$ cat config.mk
export PLATFORM = sky130hd
export DESIGN_NAME = tps_pattern_ctrl
export DESIGN_NICKNAME = d
export VERILOG_FILES = /design/src/rtl/tps_pkg.sv /design/src/rtl/tps_pixel.sv /design/src/rtl/tps_pattern_ctrl.sv
export SDC_FILE = /design/constraint.sdc
export NUM_CORES = 1
export LEC_CHECK = 0
export BUFFER_PORTS_ARGS = -buffer_cell sky130_fd_sc_hd__buf_2
export CAP_MARGIN = 20
export CORE_MARGIN = 5
export CORE_UTILIZATION = 40
export DETAILED_ROUTE_END_ITERATION = 16
export PLACE_DENSITY = 0.69
export SETUP_SLACK_MARGIN = 0.02
export SLEW_MARGIN = 40
export SYNTH_ARGS = -nofsm -noshare
export SYNTH_HDL_FRONTEND = slang
export SYNTH_SLANG_ARGS = --single-unit
$ cat constraint.sdc
create_clock -name aclk -period 9.1 [get_ports aclk]
set_clock_uncertainty 0.2 [all_clocks]
set_input_delay 0 -clock aclk [delete_from_list [all_inputs] [get_ports aclk]]
set_output_delay 0 -clock aclk [all_outputs]
set_load 0.01 [all_outputs]
$ cat src/rtl/tps_pkg.sv
// tps_pkg: register map, field positions, reset values and colours
package tps_pkg;

  // register byte addresses on the control bus
  localparam logic [7:0]  ADDR_CTRL    = 8'h64; // pattern generator control
  localparam logic [7:0]  ADDR_CFG     = 8'h68; // invert, auto-advance, quad
  localparam logic [7:0]  ADDR_FTIME   = 8'h6C; // frames per auto step
  localparam logic [7:0]  ADDR_RED     = 8'h70; // custom red level
  localparam logic [7:0]  ADDR_GREEN   = 8'h74; // custom green level
  localparam logic [7:0]  ADDR_BLUE    = 8'h78; // custom blue level
  localparam logic [7:0]  ADDR_STAT    = 8'h7C; // read-only status

  // control register fields and reset value
  localparam int          CTRL_EN_BIT  = 0;     // generator_enable
  localparam int          CTRL_REV_BIT = 1;     // band_order_reverse
  localparam int          CTRL_BAR_BIT = 2;     // bar_pattern_enable
  localparam int          CTRL_CMP_BIT = 3;     // compliance_pattern_select
  localparam int          CTRL_SEL_LSB = 4;     // pattern_choice_field lsb
  localparam logic [7:0]  CTRL_RESET   = 8'h10;

  // configuration register fields
  localparam int          CFG_AUTO_BIT = 0;     // auto_advance_enable
  localparam int          CFG_INV_BIT  = 1;     // color_invert
  localparam int          CFG_QUAD_BIT = 2;     // quad band pattern enable
  localparam logic [7:0]  CFG_MASK     = 8'h07; // implemented cfg bits
  localparam logic [7:0]  FTIME_RESET  = 8'h01;

  // status register fields
  localparam int          STAT_CODE_LSB = 0;    // pattern now shown
  localparam int          STAT_EN_BIT   = 4;    // generator running
  localparam int          STAT_FRM_LSB  = 8;    // frames into the step

  // pattern codes
  localparam logic [3:0]  CODE_FIRST   = 4'h1;
  localparam logic [3:0]  CODE_WHITE   = 4'h1;
  localparam logic [3:0]  CODE_LAST    = 4'hE;

  // bus responses
  localparam logic [1:0]  RESP_OKAY    = 2'h0;
  localparam logic [1:0]  RESP_SLVERR  = 2'h2;

  // colours as {red, green, blue}
  localparam logic [23:0] COL_WHITE    = 24'hFFFFFF;
  localparam logic [23:0] COL_BLACK    = 24'h000000;
  localparam logic [23:0] COL_RED      = 24'hFF0000;
  localparam logic [23:0] COL_GREEN    = 24'h00FF00;
  localparam logic [23:0] COL_BLUE     = 24'h0000FF;
  localparam logic [23:0] COL_CYAN     = 24'h00FFFF;
  localparam logic [23:0] COL_MAGENTA  = 24'hFF00FF;
  localparam logic [23:0] COL_YELLOW   = 24'hFFFF00;
  localparam logic [23:0] CMP_EVEN     = 24'hAAAAAA; // compliance checker
  localparam logic [23:0] CMP_ODD      = 24'h555555;

  // which source drives the pixels
  typedef enum logic [2:0] {
    SRC_OFF,
    SRC_COMPLIANCE,
    SRC_BARS,
    SRC_QUAD,
    SRC_CHOICE
  } tps_src_e;

endpackage : tps_pkg

$ cat src/rtl/tps_pixel.sv
// tps_pixel: turns scan position and pattern source into a registered pixel
`timescale 1ns/10ps
module tps_pixel #(
  parameter int H_ACTIVE = 1920,
  parameter int V_ACTIVE = 1080,
  parameter int H_W      = 12,
  parameter int V_W      = 11
) (
  input  wire logic             aclk,
  input  wire logic             aresetn,
  input  wire tps_pkg::tps_src_e src,
  input  wire logic [3:0]       code,
  input  wire logic             invert,
  input  wire logic             band_rev,
  input  wire logic [23:0]      custom_rgb,
  input  wire logic [H_W-1:0]   x,
  input  wire logic [V_W-1:0]   y,
  output logic                  pix_valid,
  output logic [23:0]           pix_rgb
);

  typedef struct packed {
    logic        valid; // pixel qualifies
    logic [23:0] rgb;   // pixel colour
  } tps_pix_s;

  tps_pix_s s_q, s_d;

  logic [H_W+7:0] hprod;  // x scaled to 256 levels
  logic [V_W+7:0] vprod;  // y scaled to 256 levels
  logic [H_W+2:0] bprod;  // x scaled to 8 bars
  logic [H_W+1:0] qprod;  // x scaled to 4 bands
  logic [7:0]     hl;     // horizontal ramp level
  logic [7:0]     vl;     // vertical ramp level
  logic [23:0]    col;    // colour before inversion

  // colour of the next pixel, inverted as a whole at the end
  always_comb begin
    // even spread: level = position * 256 / active size
    hprod = {x, 8'h00} / (H_W+8)'(H_ACTIVE);
    vprod = {y, 8'h00} / (V_W+8)'(V_ACTIVE);
    bprod = {x, 3'h0} / (H_W+3)'(H_ACTIVE);
    qprod = {x, 2'h0} / (H_W+2)'(H_ACTIVE);
    hl    = hprod[7:0];
    vl    = vprod[7:0];
    col   = tps_pkg::COL_BLACK;
    case (src)
      tps_pkg::SRC_COMPLIANCE: begin
        // fine checker stresses every data bit toggling
        col = (x[0] ^ y[0]) ? tps_pkg::CMP_ODD : tps_pkg::CMP_EVEN;
      end
      tps_pkg::SRC_BARS: begin
        case (bprod[2:0])
          3'h0:    col = tps_pkg::COL_WHITE;
          3'h1:    col = tps_pkg::COL_YELLOW;
          3'h2:    col = tps_pkg::COL_CYAN;
          3'h3:    col = tps_pkg::COL_GREEN;
          3'h4:    col = tps_pkg::COL_MAGENTA;
          3'h5:    col = tps_pkg::COL_RED;
          3'h6:    col = tps_pkg::COL_BLUE;
          default: col = tps_pkg::COL_BLACK;
        endcase
      end
      tps_pkg::SRC_QUAD: begin
        // bands counted from the left edge
        case (qprod[1:0])
          2'h0:    col = band_rev ? tps_pkg::COL_BLUE : tps_pkg::COL_YELLOW;
          2'h1:    col = tps_pkg::COL_CYAN;
          2'h2:    col = band_rev ? tps_pkg::COL_YELLOW : tps_pkg::COL_BLUE;
          default: col = tps_pkg::COL_RED;
        endcase
      end
      tps_pkg::SRC_CHOICE: begin
        case (code)
          4'h1:    col = tps_pkg::COL_WHITE;
          4'h2:    col = tps_pkg::COL_BLACK;
          4'h3:    col = tps_pkg::COL_RED;
          4'h4:    col = tps_pkg::COL_GREEN;
          4'h5:    col = tps_pkg::COL_BLUE;
          4'h6:    col = {hl, hl, hl};
          4'h7:    col = {hl, 8'h00, 8'h00};
          4'h8:    col = {8'h00, hl, 8'h00};
          4'h9:    col = {8'h00, 8'h00, hl};
          4'hA:    col = {vl, vl, vl};
          4'hB:    col = {vl, 8'h00, 8'h00};
          4'hC:    col = {8'h00, vl, 8'h00};
          4'hD:    col = {8'h00, 8'h00, vl};
          4'hE:    col = custom_rgb;
          default: col = tps_pkg::COL_BLACK; // reserved codes show black
        endcase
      end
      default: col = tps_pkg::COL_BLACK;
    endcase
    s_d.valid = (src != tps_pkg::SRC_OFF);
    // inversion flips every bit, which maps white to black, red to cyan
    s_d.rgb   = (s_d.valid && invert) ? ~col :
                (s_d.valid ? col : tps_pkg::COL_BLACK);
  end

  // output register
  always_ff @(posedge aclk) begin
    if (!aresetn) begin
      s_q <= '0;
    end else begin
      s_q <= s_d;
    end
  end

  assign pix_valid = s_q.valid;
  assign pix_rgb   = s_q.rgb;

endmodule : tps_pixel

$ cat src/rtl/tps_pattern_ctrl.sv
// tps_pattern_ctrl: test pattern control registers, scan and auto advance
//
// Added by the designer: the AXI4-Lite slave port.
`timescale 1ns/10ps
module tps_pattern_ctrl #(
  parameter int H_ACTIVE = 1920, // active pixels per line
  parameter int V_ACTIVE = 1080, // active lines per frame
  parameter int H_W      = 12,   // column counter width
  parameter int V_W      = 11    // line counter width
) (
  input  wire logic        aclk,
  input  wire logic        aresetn,
  // axi4-lite write address
  input  wire logic        s_axi_awvalid,
  output logic             s_axi_awready,
  input  wire logic [7:0]  s_axi_awaddr,
  input  wire logic [2:0]  s_axi_awprot,
  // axi4-lite write data
  input  wire logic        s_axi_wvalid,
  output logic             s_axi_wready,
  input  wire logic [31:0] s_axi_wdata,
  input  wire logic [3:0]  s_axi_wstrb,
  // axi4-lite write response
  output logic             s_axi_bvalid,
  input  wire logic        s_axi_bready,
  output logic [1:0]       s_axi_bresp,
  // axi4-lite read address
  input  wire logic        s_axi_arvalid,
  output logic             s_axi_arready,
  input  wire logic [7:0]  s_axi_araddr,
  input  wire logic [2:0]  s_axi_arprot,
  // axi4-lite read data
  output logic             s_axi_rvalid,
  input  wire logic        s_axi_rready,
  output logic [31:0]      s_axi_rdata,
  output logic [1:0]       s_axi_rresp,
  // pixel stream
  output logic             pixel_valid,
  output logic [7:0]       pixel_red,
  output logic [7:0]       pixel_green,
  output logic [7:0]       pixel_blue
);

  localparam logic [H_W-1:0] H_LAST = H_W'(H_ACTIVE - 1); // last column
  localparam logic [V_W-1:0] V_LAST = V_W'(V_ACTIVE - 1); // last line

  // whole state of the block
  typedef struct packed {
    logic           aw_have; // write address held
    logic [7:0]     aw_addr; // held write address
    logic           w_have;  // write data held
    logic [31:0]    w_data;  // held write data
    logic [3:0]     w_strb;  // held byte strobes
    logic           bvalid;  // write response pending
    logic [1:0]     bresp;   // write response code
    logic           rvalid;  // read data pending
    logic [31:0]    rdata;   // read data
    logic [1:0]     rresp;   // read response code
    logic [7:0]     ctrl;    // pattern_generator_control
    logic [7:0]     cfg;     // invert, auto-advance, quad
    logic [7:0]     ftime;   // frames per auto step
    logic [7:0]     red;     // custom_red_level
    logic [7:0]     green;   // custom_green_level
    logic [7:0]     blue;    // custom_blue_level
    logic [H_W-1:0] x;       // scan column
    logic [V_W-1:0] y;       // scan line
    logic [7:0]     frames;  // frames shown in this step
    logic [3:0]     cur;     // pattern code now in use
  } tps_state_s;

  tps_state_s        s_q, s_d;
  tps_pkg::tps_src_e src;       // selected pixel source
  logic              gen_en;    // generator_enable
  logic              auto_on;   // auto_advance_enable
  logic              frame_end; // last pixel of a frame this cycle
  logic [7:0]        ftime_eff; // step length, zero taken as one
  logic              step_due;  // this frame completes a step
  logic [23:0]       pix_rgb;   // pixel from the colour stage
  logic [31:0]       stat_word; // status register image

  // handshake readies: one transfer of each kind in flight
  assign s_axi_awready = !s_q.aw_have && !s_q.bvalid;
  assign s_axi_wready  = !s_q.w_have && !s_q.bvalid;
  assign s_axi_arready = !s_q.rvalid;
  assign s_axi_bvalid  = s_q.bvalid;
  assign s_axi_bresp   = s_q.bresp;
  assign s_axi_rvalid  = s_q.rvalid;
  assign s_axi_rdata   = s_q.rdata;
  assign s_axi_rresp   = s_q.rresp;

  // decoded control bits
  assign gen_en    = s_q.ctrl[tps_pkg::CTRL_EN_BIT];
  assign auto_on   = s_q.cfg[tps_pkg::CFG_AUTO_BIT];
  assign frame_end = gen_en && (s_q.x == H_LAST) && (s_q.y == V_LAST);
  assign ftime_eff = (s_q.ftime == 8'h00) ? 8'h01 : s_q.ftime;
  assign step_due  = ({1'b0, s_q.frames} + 9'h001) >= {1'b0, ftime_eff};

  // status: current code, running flag, frames into the step
  assign stat_word = {16'h0000, s_q.frames, 3'h0, gen_en, s_q.cur};

  // source priority: compliance over bars over quad over choice field
  always_comb begin
    if (!gen_en) begin
      src = tps_pkg::SRC_OFF;
    end else if (s_q.ctrl[tps_pkg::CTRL_CMP_BIT]) begin
      src = tps_pkg::SRC_COMPLIANCE;
    end else if (s_q.ctrl[tps_pkg::CTRL_BAR_BIT]) begin
      src = tps_pkg::SRC_BARS;
    end else if (s_q.cfg[tps_pkg::CFG_QUAD_BIT]) begin
      src = tps_pkg::SRC_QUAD;
    end else begin
      src = tps_pkg::SRC_CHOICE;
    end
  end

  // next state: bus slave, register file, scan and auto advance
  always_comb begin
    s_d = s_q;
    // capture write address and data independently, in either order
    if (s_axi_awvalid && s_axi_awready) begin
      s_d.aw_have = 1'b1;
      s_d.aw_addr = s_axi_awaddr;
    end
    if (s_axi_wvalid && s_axi_wready) begin
      s_d.w_have = 1'b1;
      s_d.w_data = s_axi_wdata;
      s_d.w_strb = s_axi_wstrb;
    end
    // both halves held: perform the write, answer next cycle
    if (s_q.aw_have && s_q.w_have && !s_q.bvalid) begin
      s_d.aw_have = 1'b0;
      s_d.w_have  = 1'b0;
      s_d.bvalid  = 1'b1;
      s_d.bresp   = tps_pkg::RESP_OKAY;
      // registers are one byte wide, so only lane 0 matters
      if (s_q.aw_addr == tps_pkg::ADDR_CTRL) begin
        if (s_q.w_strb[0]) begin
          s_d.ctrl = s_q.w_data[7:0];
        end
      end else if (s_q.aw_addr == tps_pkg::ADDR_CFG) begin
        if (s_q.w_strb[0]) begin
          s_d.cfg = s_q.w_data[7:0] & tps_pkg::CFG_MASK;
        end
      end else if (s_q.aw_addr == tps_pkg::ADDR_FTIME) begin
        if (s_q.w_strb[0]) begin
          s_d.ftime = s_q.w_data[7:0];
        end
      end else if (s_q.aw_addr == tps_pkg::ADDR_RED) begin
        if (s_q.w_strb[0]) begin
          s_d.red = s_q.w_data[7:0];
        end
      end else if (s_q.aw_addr == tps_pkg::ADDR_GREEN) begin
        if (s_q.w_strb[0]) begin
          s_d.green = s_q.w_data[7:0];
        end
      end else if (s_q.aw_addr == tps_pkg::ADDR_BLUE) begin
        if (s_q.w_strb[0]) begin
          s_d.blue = s_q.w_data[7:0];
        end
      end else if (s_q.aw_addr == tps_pkg::ADDR_STAT) begin
        // status is read-only; the write is accepted and dropped
        s_d.bresp = tps_pkg::RESP_OKAY;
      end else begin
        s_d.bresp = tps_pkg::RESP_SLVERR; // unmapped address
      end
    end
    // response retires when the master takes it
    if (s_q.bvalid && s_axi_bready) begin
      s_d.bvalid = 1'b0;
    end
    // read: data registered in the cycle the address is taken
    if (s_q.rvalid && s_axi_rready) begin
      s_d.rvalid = 1'b0;
    end
    if (s_axi_arvalid && s_axi_arready) begin
      s_d.rvalid = 1'b1;
      s_d.rresp  = tps_pkg::RESP_OKAY;
      if (s_axi_araddr == tps_pkg::ADDR_CTRL) begin
        s_d.rdata = {24'h000000, s_q.ctrl};
      end else if (s_axi_araddr == tps_pkg::ADDR_CFG) begin
        s_d.rdata = {24'h000000, s_q.cfg};
      end else if (s_axi_araddr == tps_pkg::ADDR_FTIME) begin
        s_d.rdata = {24'h000000, s_q.ftime};
      end else if (s_axi_araddr == tps_pkg::ADDR_RED) begin
        s_d.rdata = {24'h000000, s_q.red};
      end else if (s_axi_araddr == tps_pkg::ADDR_GREEN) begin
        s_d.rdata = {24'h000000, s_q.green};
      end else if (s_axi_araddr == tps_pkg::ADDR_BLUE) begin
        s_d.rdata = {24'h000000, s_q.blue};
      end else if (s_axi_araddr == tps_pkg::ADDR_STAT) begin
        s_d.rdata = stat_word;
      end else begin
        s_d.rdata = 32'h00000000;
        s_d.rresp = tps_pkg::RESP_SLVERR; // unmapped address
      end
    end
    // raster scan over the active region only; parked while disabled
    if (!gen_en) begin
      s_d.x      = '0;
      s_d.y      = '0;
      s_d.frames = 8'h00;
    end else if (s_q.x == H_LAST) begin
      s_d.x = '0;
      s_d.y = (s_q.y == V_LAST) ? '0 : s_q.y + V_W'(1);
    end else begin
      s_d.x = s_q.x + H_W'(1);
    end
    // pattern code: follows the field in fixed mode, steps in auto mode
    if (!auto_on) begin
      s_d.cur    = s_q.ctrl[tps_pkg::CTRL_SEL_LSB +: 4];
      s_d.frames = 8'h00;
    end else if (frame_end) begin
      // the field is not looked at here, only the running code
      if (step_due) begin
        s_d.frames = 8'h00;
        // all fourteen defined codes count as enabled steps
        s_d.cur    = (s_q.cur >= tps_pkg::CODE_LAST) ?
                     tps_pkg::CODE_FIRST : s_q.cur + 4'h1;
      end else begin
        s_d.frames = s_q.frames + 8'h01;
      end
    end
  end

  // state register, synchronous reset
  always_ff @(posedge aclk) begin
    if (!aresetn) begin
      s_q       <= '0;
      s_q.ctrl  <= tps_pkg::CTRL_RESET;
      s_q.ftime <= tps_pkg::FTIME_RESET;
      s_q.cur   <= tps_pkg::CODE_WHITE;
    end else begin
      s_q <= s_d;
    end
  end

  // colour stage, one cycle behind the scan
  tps_pixel #(
    .H_ACTIVE (H_ACTIVE),
    .V_ACTIVE (V_ACTIVE),
    .H_W      (H_W),
    .V_W      (V_W)
  ) u_pixel (
    .aclk       (aclk),
    .aresetn    (aresetn),
    .src        (src),
    .code       (s_q.cur),
    .invert     (s_q.cfg[tps_pkg::CFG_INV_BIT]),
    .band_rev   (s_q.ctrl[tps_pkg::CTRL_REV_BIT]),
    .custom_rgb ({s_q.red, s_q.green, s_q.blue}),
    .x          (s_q.x),
    .y          (s_q.y),
    .pix_valid  (pixel_valid),
    .pix_rgb    (pix_rgb)
  );

  assign pixel_red   = pix_rgb[23:16];
  assign pixel_green = pix_rgb[15:8];
  assign pixel_blue  = pix_rgb[7:0];

  // helper terms for the checks below
  logic chk_inv;   // invert setting
  logic chk_x0;    // scan at first column
  logic chk_white; // solid white chosen
  logic chk_ramp;  // red ramp chosen
  assign chk_inv   = s_q.cfg[tps_pkg::CFG_INV_BIT];
  assign chk_x0    = (s_q.x == '0);
  assign chk_white = (src == tps_pkg::SRC_CHOICE) && (s_q.cur == 4'h1);
  assign chk_ramp  = (src == tps_pkg::SRC_CHOICE) && (s_q.cur == 4'h7);
endmodule : tps_pattern_ctrl

[Word-level counts from Yosys, hierarchy flattened]
Cells that the tools add are included.
Word-level totals
  output and inout port bits: 66
  logic and storage cells: 163
  bits in writable memories: 0
  memories kept: 0
  input port bits: 65
  bits in registers: 160
  ROM bits: 0
  bits in latches: 0
Operators by class
  reduce and logical (&&, ||, !) cells: 33
  shifts and indexed selects: 0
  equality and inequality tests: 44
  add/subtract/negate cells: 5
  multiply operators: 0
  muxes and demuxes: 44
  bitwise gates (word level): 9
  div/mod/pow operators: 4
  magnitude comparators: 2
Operator list (count)
  $pmux W24 S13: 1
  $pmux W24 S7: 1
  $mux W24: 5
  $eq A8 B7 Y1 const B: 14
  $mux W16: 6
  $pmux W24 S4: 1
  $pmux W24 S3: 1
  $mux W35: 1
  $mux W32: 1
  $eq A4 B4 Y1 const B: 7
  $mux W2: 14
  $mux W8: 3
  $not A24 Y24: 1
  $div A20 B11 Y20 const B: 1
  $div A19 B11 Y19 const B: 1
  $eq A4 B3 Y1 const B: 4
  $div A15 B11 Y15 const B: 1
  $div A14 B11 Y14 const B: 1
  $add A12 B1 Y12 const B: 1
  $eq A12 B11 Y1 const B: 1
  $eq A3 B2 Y1 const B: 4
  $eq A3 B3 Y1 const B: 4
  $logic_and A1 B1 Y1: 12
  $mux W12: 1
  34 further kinds: 54

[Longest topological paths before layout]
Gate-level depths: netlist of run 1.
  word-level depth: 9
  depth in mapped cells: 45
  gate-level depth less buffers: 41

[By module]
Synthesis of run 1 repeated with hierarchy kept, for this count alone.
Second synthesis, totals
  cell total of the unflattened synthesis: 1434
  area total of the unflattened synthesis: 11474.8 µm²
By module, submodules not included
  tps_pattern_ctrl: cells an instance 640, times used 1, area an instance 5876.9 µm², seq. area each 2342.2 µm²
  tps_pixel: cells an instance 794, times used 1, area an instance 5597.9 µm², seq. area each 500.5 µm²

[Worst setup path before layout of run 1]
No wires, ideal clock.
  kind: flip-flop to flip-flop
  start: reg s_q[12] (netlist bit)
  end: reg u_pixel.s_q, in the netlist u_pixel.pix_rgb[16]
  library setup time: 0.123 ns
  stages on the path, launching flop included: 45
  arrival: 8.326 ns
  slack: 0.450 ns
  path buffers: 3
  period minus slack after synthesis: 8.650 ns
  required time: 8.777 ns
  cells stage by stage: dfxtp_1 -> clkbuf_1 -> inv_1 -> ha_1 -> or4b_4 -> o21ai_1 -> a32o_1 -> nor3_1 -> a311o_1 -> nand2_2 -> a21oi_1 -> o21ai_0 -> xnor2_1 -> ha_1 -> inv_1 -> nor4_1 -> a22o_1 -> a211o_1 -> (+9 left out) -> and2_1 -> o211ai_1 -> a211oi_1 -> mux2i_1 -> nor2b_1 -> buf_6 -> nand2b_4 -> buf_6 -> xnor2_1 -> ha_1 -> nand2_1 -> mux2_4 -> nor2_1 -> o221ai_1 -> xor2_1 -> nor4_2 -> a31oi_1 -> mux2i_1
Between the ends
  word-level cells in the longest chain between the ends: 5
  elaborated cells between the ends (all ways): 8
  classes of those cells: div (1); mux (5); bitwise (2)
Ends and longest elaborated chain
  start: declaration: line tps_pattern_ctrl.sv:71  | tps_state_s s_q, s_d;
  $div A19 B11 Y19 or $xor A1 B1 Y1 (tied branches): line tps_pixel.sv:41, tps_pixel.sv:50
  $pmux W24 S13 or $mux W24 (tied branches): line tps_pixel.sv:74, tps_pixel.sv:50
  $pmux W24 S4 *: line tps_pixel.sv:47  | case (src)
  $mux W24 or $not A24 Y24 (tied branches): line tps_pixel.sv:97, tps_pixel.sv:96
  $mux W24 *: line tps_pixel.sv:96  | s_d.rgb = (s_d.valid && invert) ? ~col :
  end signal: assignment: line tps_pixel.sv:103  | s_q <= '0;
  end signal: assignment: line tps_pixel.sv:105  | s_q <= s_d;
  end: declaration: line tps_pixel.sv:27  | tps_pix_s s_q, s_d;
Mark *: on every way between the ends. The rest lies on a longest branch, timed or not.
A chain may end at the register's enable or synchronous reset.

[Worst setup path after layout of run 1]
  start: reg s_q[13] (netlist bit)
  end: reg u_pixel.s_q, in the netlist u_pixel.pix_rgb[16]
Between the ends
  word-level cells in the longest chain between the ends: 5
  elaborated cells between the ends (all ways): 6
  classes of those cells: div (1); mux (4); bitwise (1)
Ends and longest elaborated chain
  $div A19 B11 Y19 *: line tps_pixel.sv:41  | vprod = {y, 8'h00} / (V_W+8)'(V_ACTIVE);
  $pmux W24 S13 *: line tps_pixel.sv:74  | case (code)
  $pmux W24 S4 *: line tps_pixel.sv:47
  $mux W24 or $not A24 Y24 (tied branches): line tps_pixel.sv:97, tps_pixel.sv:96
  $mux W24 *: line tps_pixel.sv:96
Marked as above.

==> results.sh, run 1 <==
export IMPL_place_hpwl_um=22900
export IMPL_cts_tree="yes"
export IMPL_syn2layout_area_growth_pct=18.9
export IMPL_r2r_start="s_q[13]"
export IMPL_whs_path_depth=7
export IMPL_pwr_share_comb_pct=5.5
export IMPL_grt_antenna_before_repair=0
export IMPL_num_nets_final=1638
export IMPL_htree_levels=4
export IMPL_core_region_area_mm2=0.0267
export IMPL_finalSetupViolCount=0
export IMPL_cts_root_buf="clkbuf_16"
export IMPL_avgRoutedWirePerCell_um=16.8
export IMPL_final_layout_size_suffix_gt1_share_pct=15.8
export IMPL_vias=11100
export IMPL_ir_worst_vdd_mv=0.0959
export IMPL_fp_dieH_um=174
export IMPL_totalPowerFinal_mw=1.44
export IMPL_hold_violations=0
export IMPL_internal_power_mw=1.04
export IMPL_min_path_type="input port to register"
export IMPL_synth_seq_cells=142
export IMPL_final_cells=1901
export IMPL_portBuffers=79
export IMPL_dp_cells=1803
export IMPL_synth_cells=1431
export IMPL_required_ns=9.21
export IMPL_track_usage_pct=20.3
export IMPL_initial_core_util_pct=40.3
export IMPL_gp_congestion=0.968
export IMPL_drt_wl_total_um=31900
export IMPL_max_clock_freq_mhz=116
export IMPL_yosysTopAreaCell="dfxtp_1"
export IMPL_start_kind="register"
export IMPL_first_pass_iters=7
export IMPL_synth_edf_count=0
export IMPL_min_to="s_axi_rdata[7]"
export IMPL_end_kind="register"
export IMPL_yosysWarnings=0
export IMPL_p_clk_share_pct=49.9
export IMPL_dpl_cell_area_mm2=0.0114
export IMPL_synth_top_area_share_pct=26.4
export IMPL_drc=0
export IMPL_syn_mean_instance_area_um2=7.53
export IMPL_finalInstanceArea_mm2=0.0128
export IMPL_clock_sinks=142
export IMPL_netlist_area_mm2=0.0108
export IMPL_clkTransAtPathRegs_ns=0.07
export IMPL_vias_per_cell=5.86
export IMPL_ys_seq_area_share_pct=26.4
export IMPL_power_switching_share_pct=27.4
export IMPL_max_slew_margin_pct=44.9
export IMPL_worst_slew_pin_slew_ns=0.806
export IMPL_globalRoute_totalOverflow=0
export IMPL_core_rowCount=60
export IMPL_r2r_slack_ns=0.50
export IMPL_crit_path_max_fanout=8
export IMPL_fin_tns_setup_ns=0
export IMPL_die_area_mm2=0.0303
export IMPL_r2r_cells=37
export IMPL_io_pins=131
export IMPL_die_w_um=174
export IMPL_seqPwrFrac_pct=44.6
export IMPL_cts_buffers=17
export IMPL_hp_start="s_axi_araddr[1]"
export IMPL_grt_pass1_wl_um=51900
export IMPL_switchingPower_uw=393
export IMPL_grt_max_degree=60
export IMPL_synth_cell_types=106
export IMPL_path_class="register to register"
export IMPL_worstReg2RegEnd="u_pixel.pix_rgb[16]"
export IMPL_arrival_ns=8.71
export IMPL_synthArstFlopShare_pct=0
export IMPL_diodes=0
export IMPL_synthTopCellsByArea="dfxtp_1 26%, nand2_1 6.2%, a21oi_1 5.7%"
export IMPL_max_cap_violations=0
export IMPL_status="finished, final reports clean"
export IMPL_post_route_period_util_pct=94.5
export IMPL_cts_buffer_depth=2
export IMPL_dpl_worst_slack_ns=0.221
export IMPL_crit_path_top_delay_cell="or4b_4"
export IMPL_p_per_area_mw_per_mm2=112
export IMPL_first_iter_violations=1044
export IMPL_power_leakage_nw=4.94
export IMPL_antenna_left=0
export IMPL_setup_slack_ns=0.496
export IMPL_synth_ff_type="dfxtp_1"
export IMPL_fin_crit_ns=8.60
export IMPL_slew_violations=0
export IMPL_first_global_vias=10200
export IMPL_cpPeakStageDelay_ns=0.50
export IMPL_clk_latency_ns=0.43
==> sequential cells by signal, indices dropped and copies added, names as in the netlist <==
name and count:
auto_on 1, chk_inv 1, gen_en 1, s_axi_bresp 1, s_axi_bvalid 1, s_axi_rdata 16
s_axi_rresp 1, s_axi_rvalid 1, s_q 94, u_pixel.pix_rgb 24, u_pixel.pix_valid 1
==> cell families after synthesis <==
group / synth area share [%]
adder cells (fa/ha/maj): 3.39
multiplexers: 5.88
AO/OA/AOI/OAI: 27.0
XOR/XNOR: 6.26
buffers and inverters: 6.75
flip-flops: 26.4
other: 0.0348
AND/OR/NAND/NOR: 24.4
==> critical path, delay by kind of cell, from the launching register on <==
family / cells / cell delay [ns]
fa+ha+maj: 4 / 1.06
compound gates: 9 / 2.27
buf+inv: 5 / 0.73
xor+xnor: 4 / 0.72
flops: 1 / 0.31
simple gates: 12 / 2.54
mux: 3 / 0.67
==> power by group through the flow <==
stage          Clock, mW  Sequential, mW  Combinational [mW]
4_1_cts            0.725           0.641              0.0752
6_report           0.717           0.641              0.0784
5_1_grt            0.758           0.642              0.0864
2_1_floorplan          0           0.650              0.0468
3_5_place_dp           0           0.655              0.0533
3_3_place_gp           0           0.655              0.0523
==> routing by layer <==
layer	global-route usage [%]	vias to the layer above	part of all wire (%)
li1	-	5368	-
met1	27.2	5304	44
met2	34.3	414	48
met3	3.13	50	6.4
met4	5.34	0	2.1
met5	0	-	0
==> metrics by stage <==
step | utilization, % | hold WS [ns]
2_1_floorplan | - | -0.101
4_1_cts | 47.4 | 0.00115
5_1_grt | 48.0 | 0.146
3_5_place_dp | 42.8 | -0.00905
6_report | 48.0 | 0.113
3_3_place_gp | 42.8 | -0.0129
==> Yosys cell counts, types with 6 or more instances <==
library cell	n
o21ai_0	73
clkbuf_1	59
o221ai_1	17
o21a_1	8
mux2_2	9
nand4_1	8
nor4_1	8
buf_1	8
a21boi_0	7
or2_2	7
nor2_1	163
xor2_1	31
xnor2_1	46
mux2i_1	45
a21oi_1	123
buf_4	38
ha_1	26
or3_1	9
nand3b_1	6
nor2b_1	26
inv_1	36
a31oi_1	21
a221oi_1	9
a21o_1	13
nand3_1	40
o211ai_1	13
o21ai_1	11
dfxtp_1	142
and2_1	18
a22oi_1	20
nand2b_1	13
a311oi_1	7
nand2_1	179
a211oi_1	11
and3_1	13
nor3_1	24
nor3b_1	6
==> worst max-delay path by stage <==
| stage | slack (ns) | endpoint | start | cells after the start |
|---|---|---|---|---|
| finish | 0.50 | u_pixel.pix_rgb[16] | s_q[13] | 37 |
| global route | -0.03 | u_pixel.pix_rgb[16] | s_q[13] | 39 |
| CTS | 0.18 | u_pixel.pix_rgb[16] | s_q[13] | 40 |
| detailed placement | 0.22 | u_pixel.pix_rgb[16] | s_q[13] | 40 |
| global placement | 0.36 | u_pixel.pix_rgb[16] | s_q[13] | 38 |
| floorplan | 0.45 | u_pixel.pix_rgb[16] | s_q[12] | 44 |
==> repair_timing <==
| item | in CTS | in global routing |
|---|---|---|
| hold buffers | 61 | 1 |
| setup endpoints to repair | 0 | 6 |
| buffers inserted | 0 | 4 |
| gates resized for setup | 0 | 28 |
| endpoints found under the hold margin | 44 | 3 |
==> final cells by class <==
class	count	area, um^2
repair buffers	191	1390
clock inverters	15	188
fillers	2600	13900
clock buffers	17	425
flip-flops and latches	142	2850
inverters	38	143
well taps	341	427
multi-input cells	1157	7400
==> cell usage in the layout (no fill, tap or decap), drive strengths merged, types with 12 or more instances in the layout <==
| master | Yosys | final |
|---|---|---|
| a211oi | 12 | 12 |
| a21o | 13 | 13 |
| a21oi | 126 | 126 |
| a22oi | 20 | 20 |
| a31oi | 21 | 21 |
| and2 | 19 | 19 |
| and3 | 13 | 13 |
| buf | 52 | 129 |
| clkbuf | 59 | 17 |
| conb | 1 | 18 |
| dfxtp | 142 | 142 |
| dlygate4sd3 | 0 | 62 |
| ha | 26 | 26 |
| inv | 38 | 45 |
| mux2i | 45 | 45 |
| nand2 | 180 | 180 |
| nand2b | 14 | 14 |
| nand3 | 41 | 41 |
| nor2 | 164 | 164 |
| nor2b | 26 | 26 |
| nor3 | 25 | 25 |
| o211ai | 15 | 15 |
| o21ai | 86 | 86 |
| o221ai | 17 | 17 |
| xnor2 | 46 | 46 |
| xor2 | 31 | 31 |
(Power assumes the default switching activity.)
==> inputs of run 2 (changes only) <==
Settings changed: CORE_UTILIZATION 40 to 45, PLACE_DENSITY 0.69 to 0.75.
==> run 2 against run 1 <==
Against the previous run: sequential share of layout area is 0.12 points higher; critical path depth up 2; worst hold slack worse by 0.027 ns; worst setup slack lost 0.020 ns; cell count fell by 1.2%; die area shrank 10%; sequential cell count stayed put; power is essentially flat; first-iteration DRC count decreased by 2.5%; largest power group unchanged.
==> results.sh, run 2 (same netlist as run 1, synthesis figures left out) <==
export IMPL_status="finished, final reports clean"
export IMPL_max_slew_margin_pct=38.8
export IMPL_cts_tree="yes"
export IMPL_first_pass_iters=6
export IMPL_num_nets_final=1638
export IMPL_crit_path_top_delay_cell="or4_4"
export IMPL_ir_worst_vdd_mv=0.122
export IMPL_die_area_mm2=0.0272
export IMPL_internal_power_mw=1.06
export IMPL_first_global_vias=10300
export IMPL_end_kind="register"
export IMPL_r2r_slack_ns=0.48
export IMPL_grt_pass1_wl_um=51700
export IMPL_max_flop_register="s_q"
export IMPL_die_w_um=165
export IMPL_clock_sinks=142
export IMPL_syn2layout_area_growth_pct=18.3
export IMPL_dp_cells=1780
export IMPL_track_usage_pct=23.4
export IMPL_final_layout_size_suffix_gt1_share_pct=15.0
export IMPL_cts_root_buf="clkbuf_16"
export IMPL_htree_levels=4
export IMPL_dpl_cell_area_mm2=0.0114
export IMPL_start_kind="register"
export IMPL_finalInstanceArea_mm2=0.0127
export IMPL_worstReg2RegEnd="u_pixel.pix_rgb[16]"
export IMPL_seqPwrFrac_pct=44.7
export IMPL_layout_common_cells="179 x nand2_1, 163 x nor2_1, 140 x dfxtp_1"
export IMPL_fin_tns_setup_ns=0
export IMPL_cp_num_buf_inv=4
export IMPL_core_region_area_mm2=0.0235
export IMPL_layout_commonest_cell="nand2_1"
export IMPL_vias_per_cell=5.91
export IMPL_first_iter_violations=1018
export IMPL_r2r_start="s_q[18]"
export IMPL_r2r_cells=39
export IMPL_avgRoutedWirePerCell_um=17.1
export IMPL_setup_slack_ns=0.476
export IMPL_cpPeakStageDelay_ns=0.60
export IMPL_p_per_area_mw_per_mm2=113
export IMPL_slew_violations=0
export IMPL_antenna_left=0
export IMPL_cp_startpoint="s_q[18]"
export IMPL_utilization_pct=54.2
export IMPL_p_clk_share_pct=49.7
export IMPL_grt_max_degree=82
export IMPL_clkTransAtPathRegs_ns=0.07
export IMPL_core_rowCount=56
export IMPL_place_hpwl_um=22700
export IMPL_clk_latency_ns=0.44
export IMPL_final_cells=1879
export IMPL_required_ns=9.21
export IMPL_drt_wl_total_um=32200
export IMPL_path_class="register to register"
export IMPL_path_delay_family="simple AND/OR/NAND/NOR gates"
export IMPL_drc=0
export IMPL_fp_dieH_um=165
export IMPL_fin_crit_ns=8.62
export IMPL_largest_reg_flops=94
export IMPL_hold_violations=0
export IMPL_finalSetupViolCount=0
export IMPL_vias=11100
export IMPL_worst_slew_pin_slew_ns=0.895
export IMPL_crit_end="u_pixel.pix_rgb[16]"
export IMPL_max_clock_freq_mhz=116
export IMPL_power_leakage_nw=4.93
export IMPL_io_pins=131
export IMPL_gp_congestion=0.925
export IMPL_initial_core_util_pct=45.8
export IMPL_min_path_type="input port to register"
export IMPL_pwr_share_comb_pct=5.7
export IMPL_cpMostUsedCell="ha_1"
export IMPL_cts_buffer_depth=2
export IMPL_totalPowerFinal_mw=1.44
export IMPL_max_cap_violations=0
export IMPL_arrival_ns=8.73
export IMPL_dpl_worst_slack_ns=0.323
export IMPL_diodes=0
export IMPL_worstSetupPathDepth=39
export IMPL_power_switching_share_pct=26.1
export IMPL_cts_buffers=17
export IMPL_post_route_period_util_pct=94.8
export IMPL_globalRoute_totalOverflow=0
export IMPL_hold_slack_ns=0.0858
export IMPL_switchingPower_uw=375
export IMPL_grt_antenna_before_repair=0
export IMPL_crit_path_max_fanout=7
export IMPL_portBuffers=79
export IMPL_fill_cells=2172
==> run 2: power by group through the flow <==
stage / sequential [mW] / clock [mW] / combinational, mW
6_report: 0.642 / 0.714 / 0.0815
5_1_grt: 0.643 / 0.753 / 0.0891
4_1_cts: 0.641 / 0.721 / 0.0758
3_5_place_dp: 0.655 / 0 / 0.0534
3_3_place_gp: 0.655 / 0 / 0.0525
2_1_floorplan: 0.650 / 0 / 0.0468
==> run 2: worst min-delay path by stage <==
| stage | to | cells past startpoint | slack [ns] | startpoint |
|---|---|---|---|---|
| 6_report | s_axi_rdata[1] | 5 | 0.09 | s_axi_araddr[2] |
| 5_1_grt | s_axi_rdata[1] | 5 | 0.14 | s_axi_araddr[2] |
| 4_1_cts | s_axi_rdata[7] | 4 | 0.01 | s_axi_arvalid |
| 3_5_place_dp | s_axi_rvalid | 2 | -0.007 | s_axi_rready |
| 3_3_place_gp | s_axi_rvalid | 2 | -0.01 | s_axi_rready |
| 2_1_floorplan | s_axi_rvalid | 1 | -0.10 | s_axi_rready |
==> run 2: layer usage <==
layer	share of wire [%]	global-route usage, %
met5	0	0
met4	2.4	8.17
met3	6.0	3.47
met2	48	39.2
met1	44	30.6
==> run 2: area by class of cell <==
type / count / area (um^2) / share of cell area (%)
clock inverter: 15 / 168 / 1.32
multi-input combinational: 1157 / 7370 / 57.8
tap: 319 / 399 / 3.13
timing repair buffer: 191 / 1400 / 11.0
clock buffer: 17 / 425 / 3.34
sequential: 142 / 2850 / 22.3
inverter: 38 / 143 / 1.12
==> run 2: repair_timing <==
item / CTS / global route
hold endpoints to repair: 41 / 3
endpoints found under the setup margin: 0 / 6
gates resized for setup: 0 / 17
hold buffers: 63 / 1
setup buffers: 0 / 3
==> run 2: worst min-delay path, cell delays in order <==
cell and delay (ns):
buf_2 0.23, a31oi_1 0.22, o221ai_1 0.11, o21ai_0 0.08, nor2_1 0.04
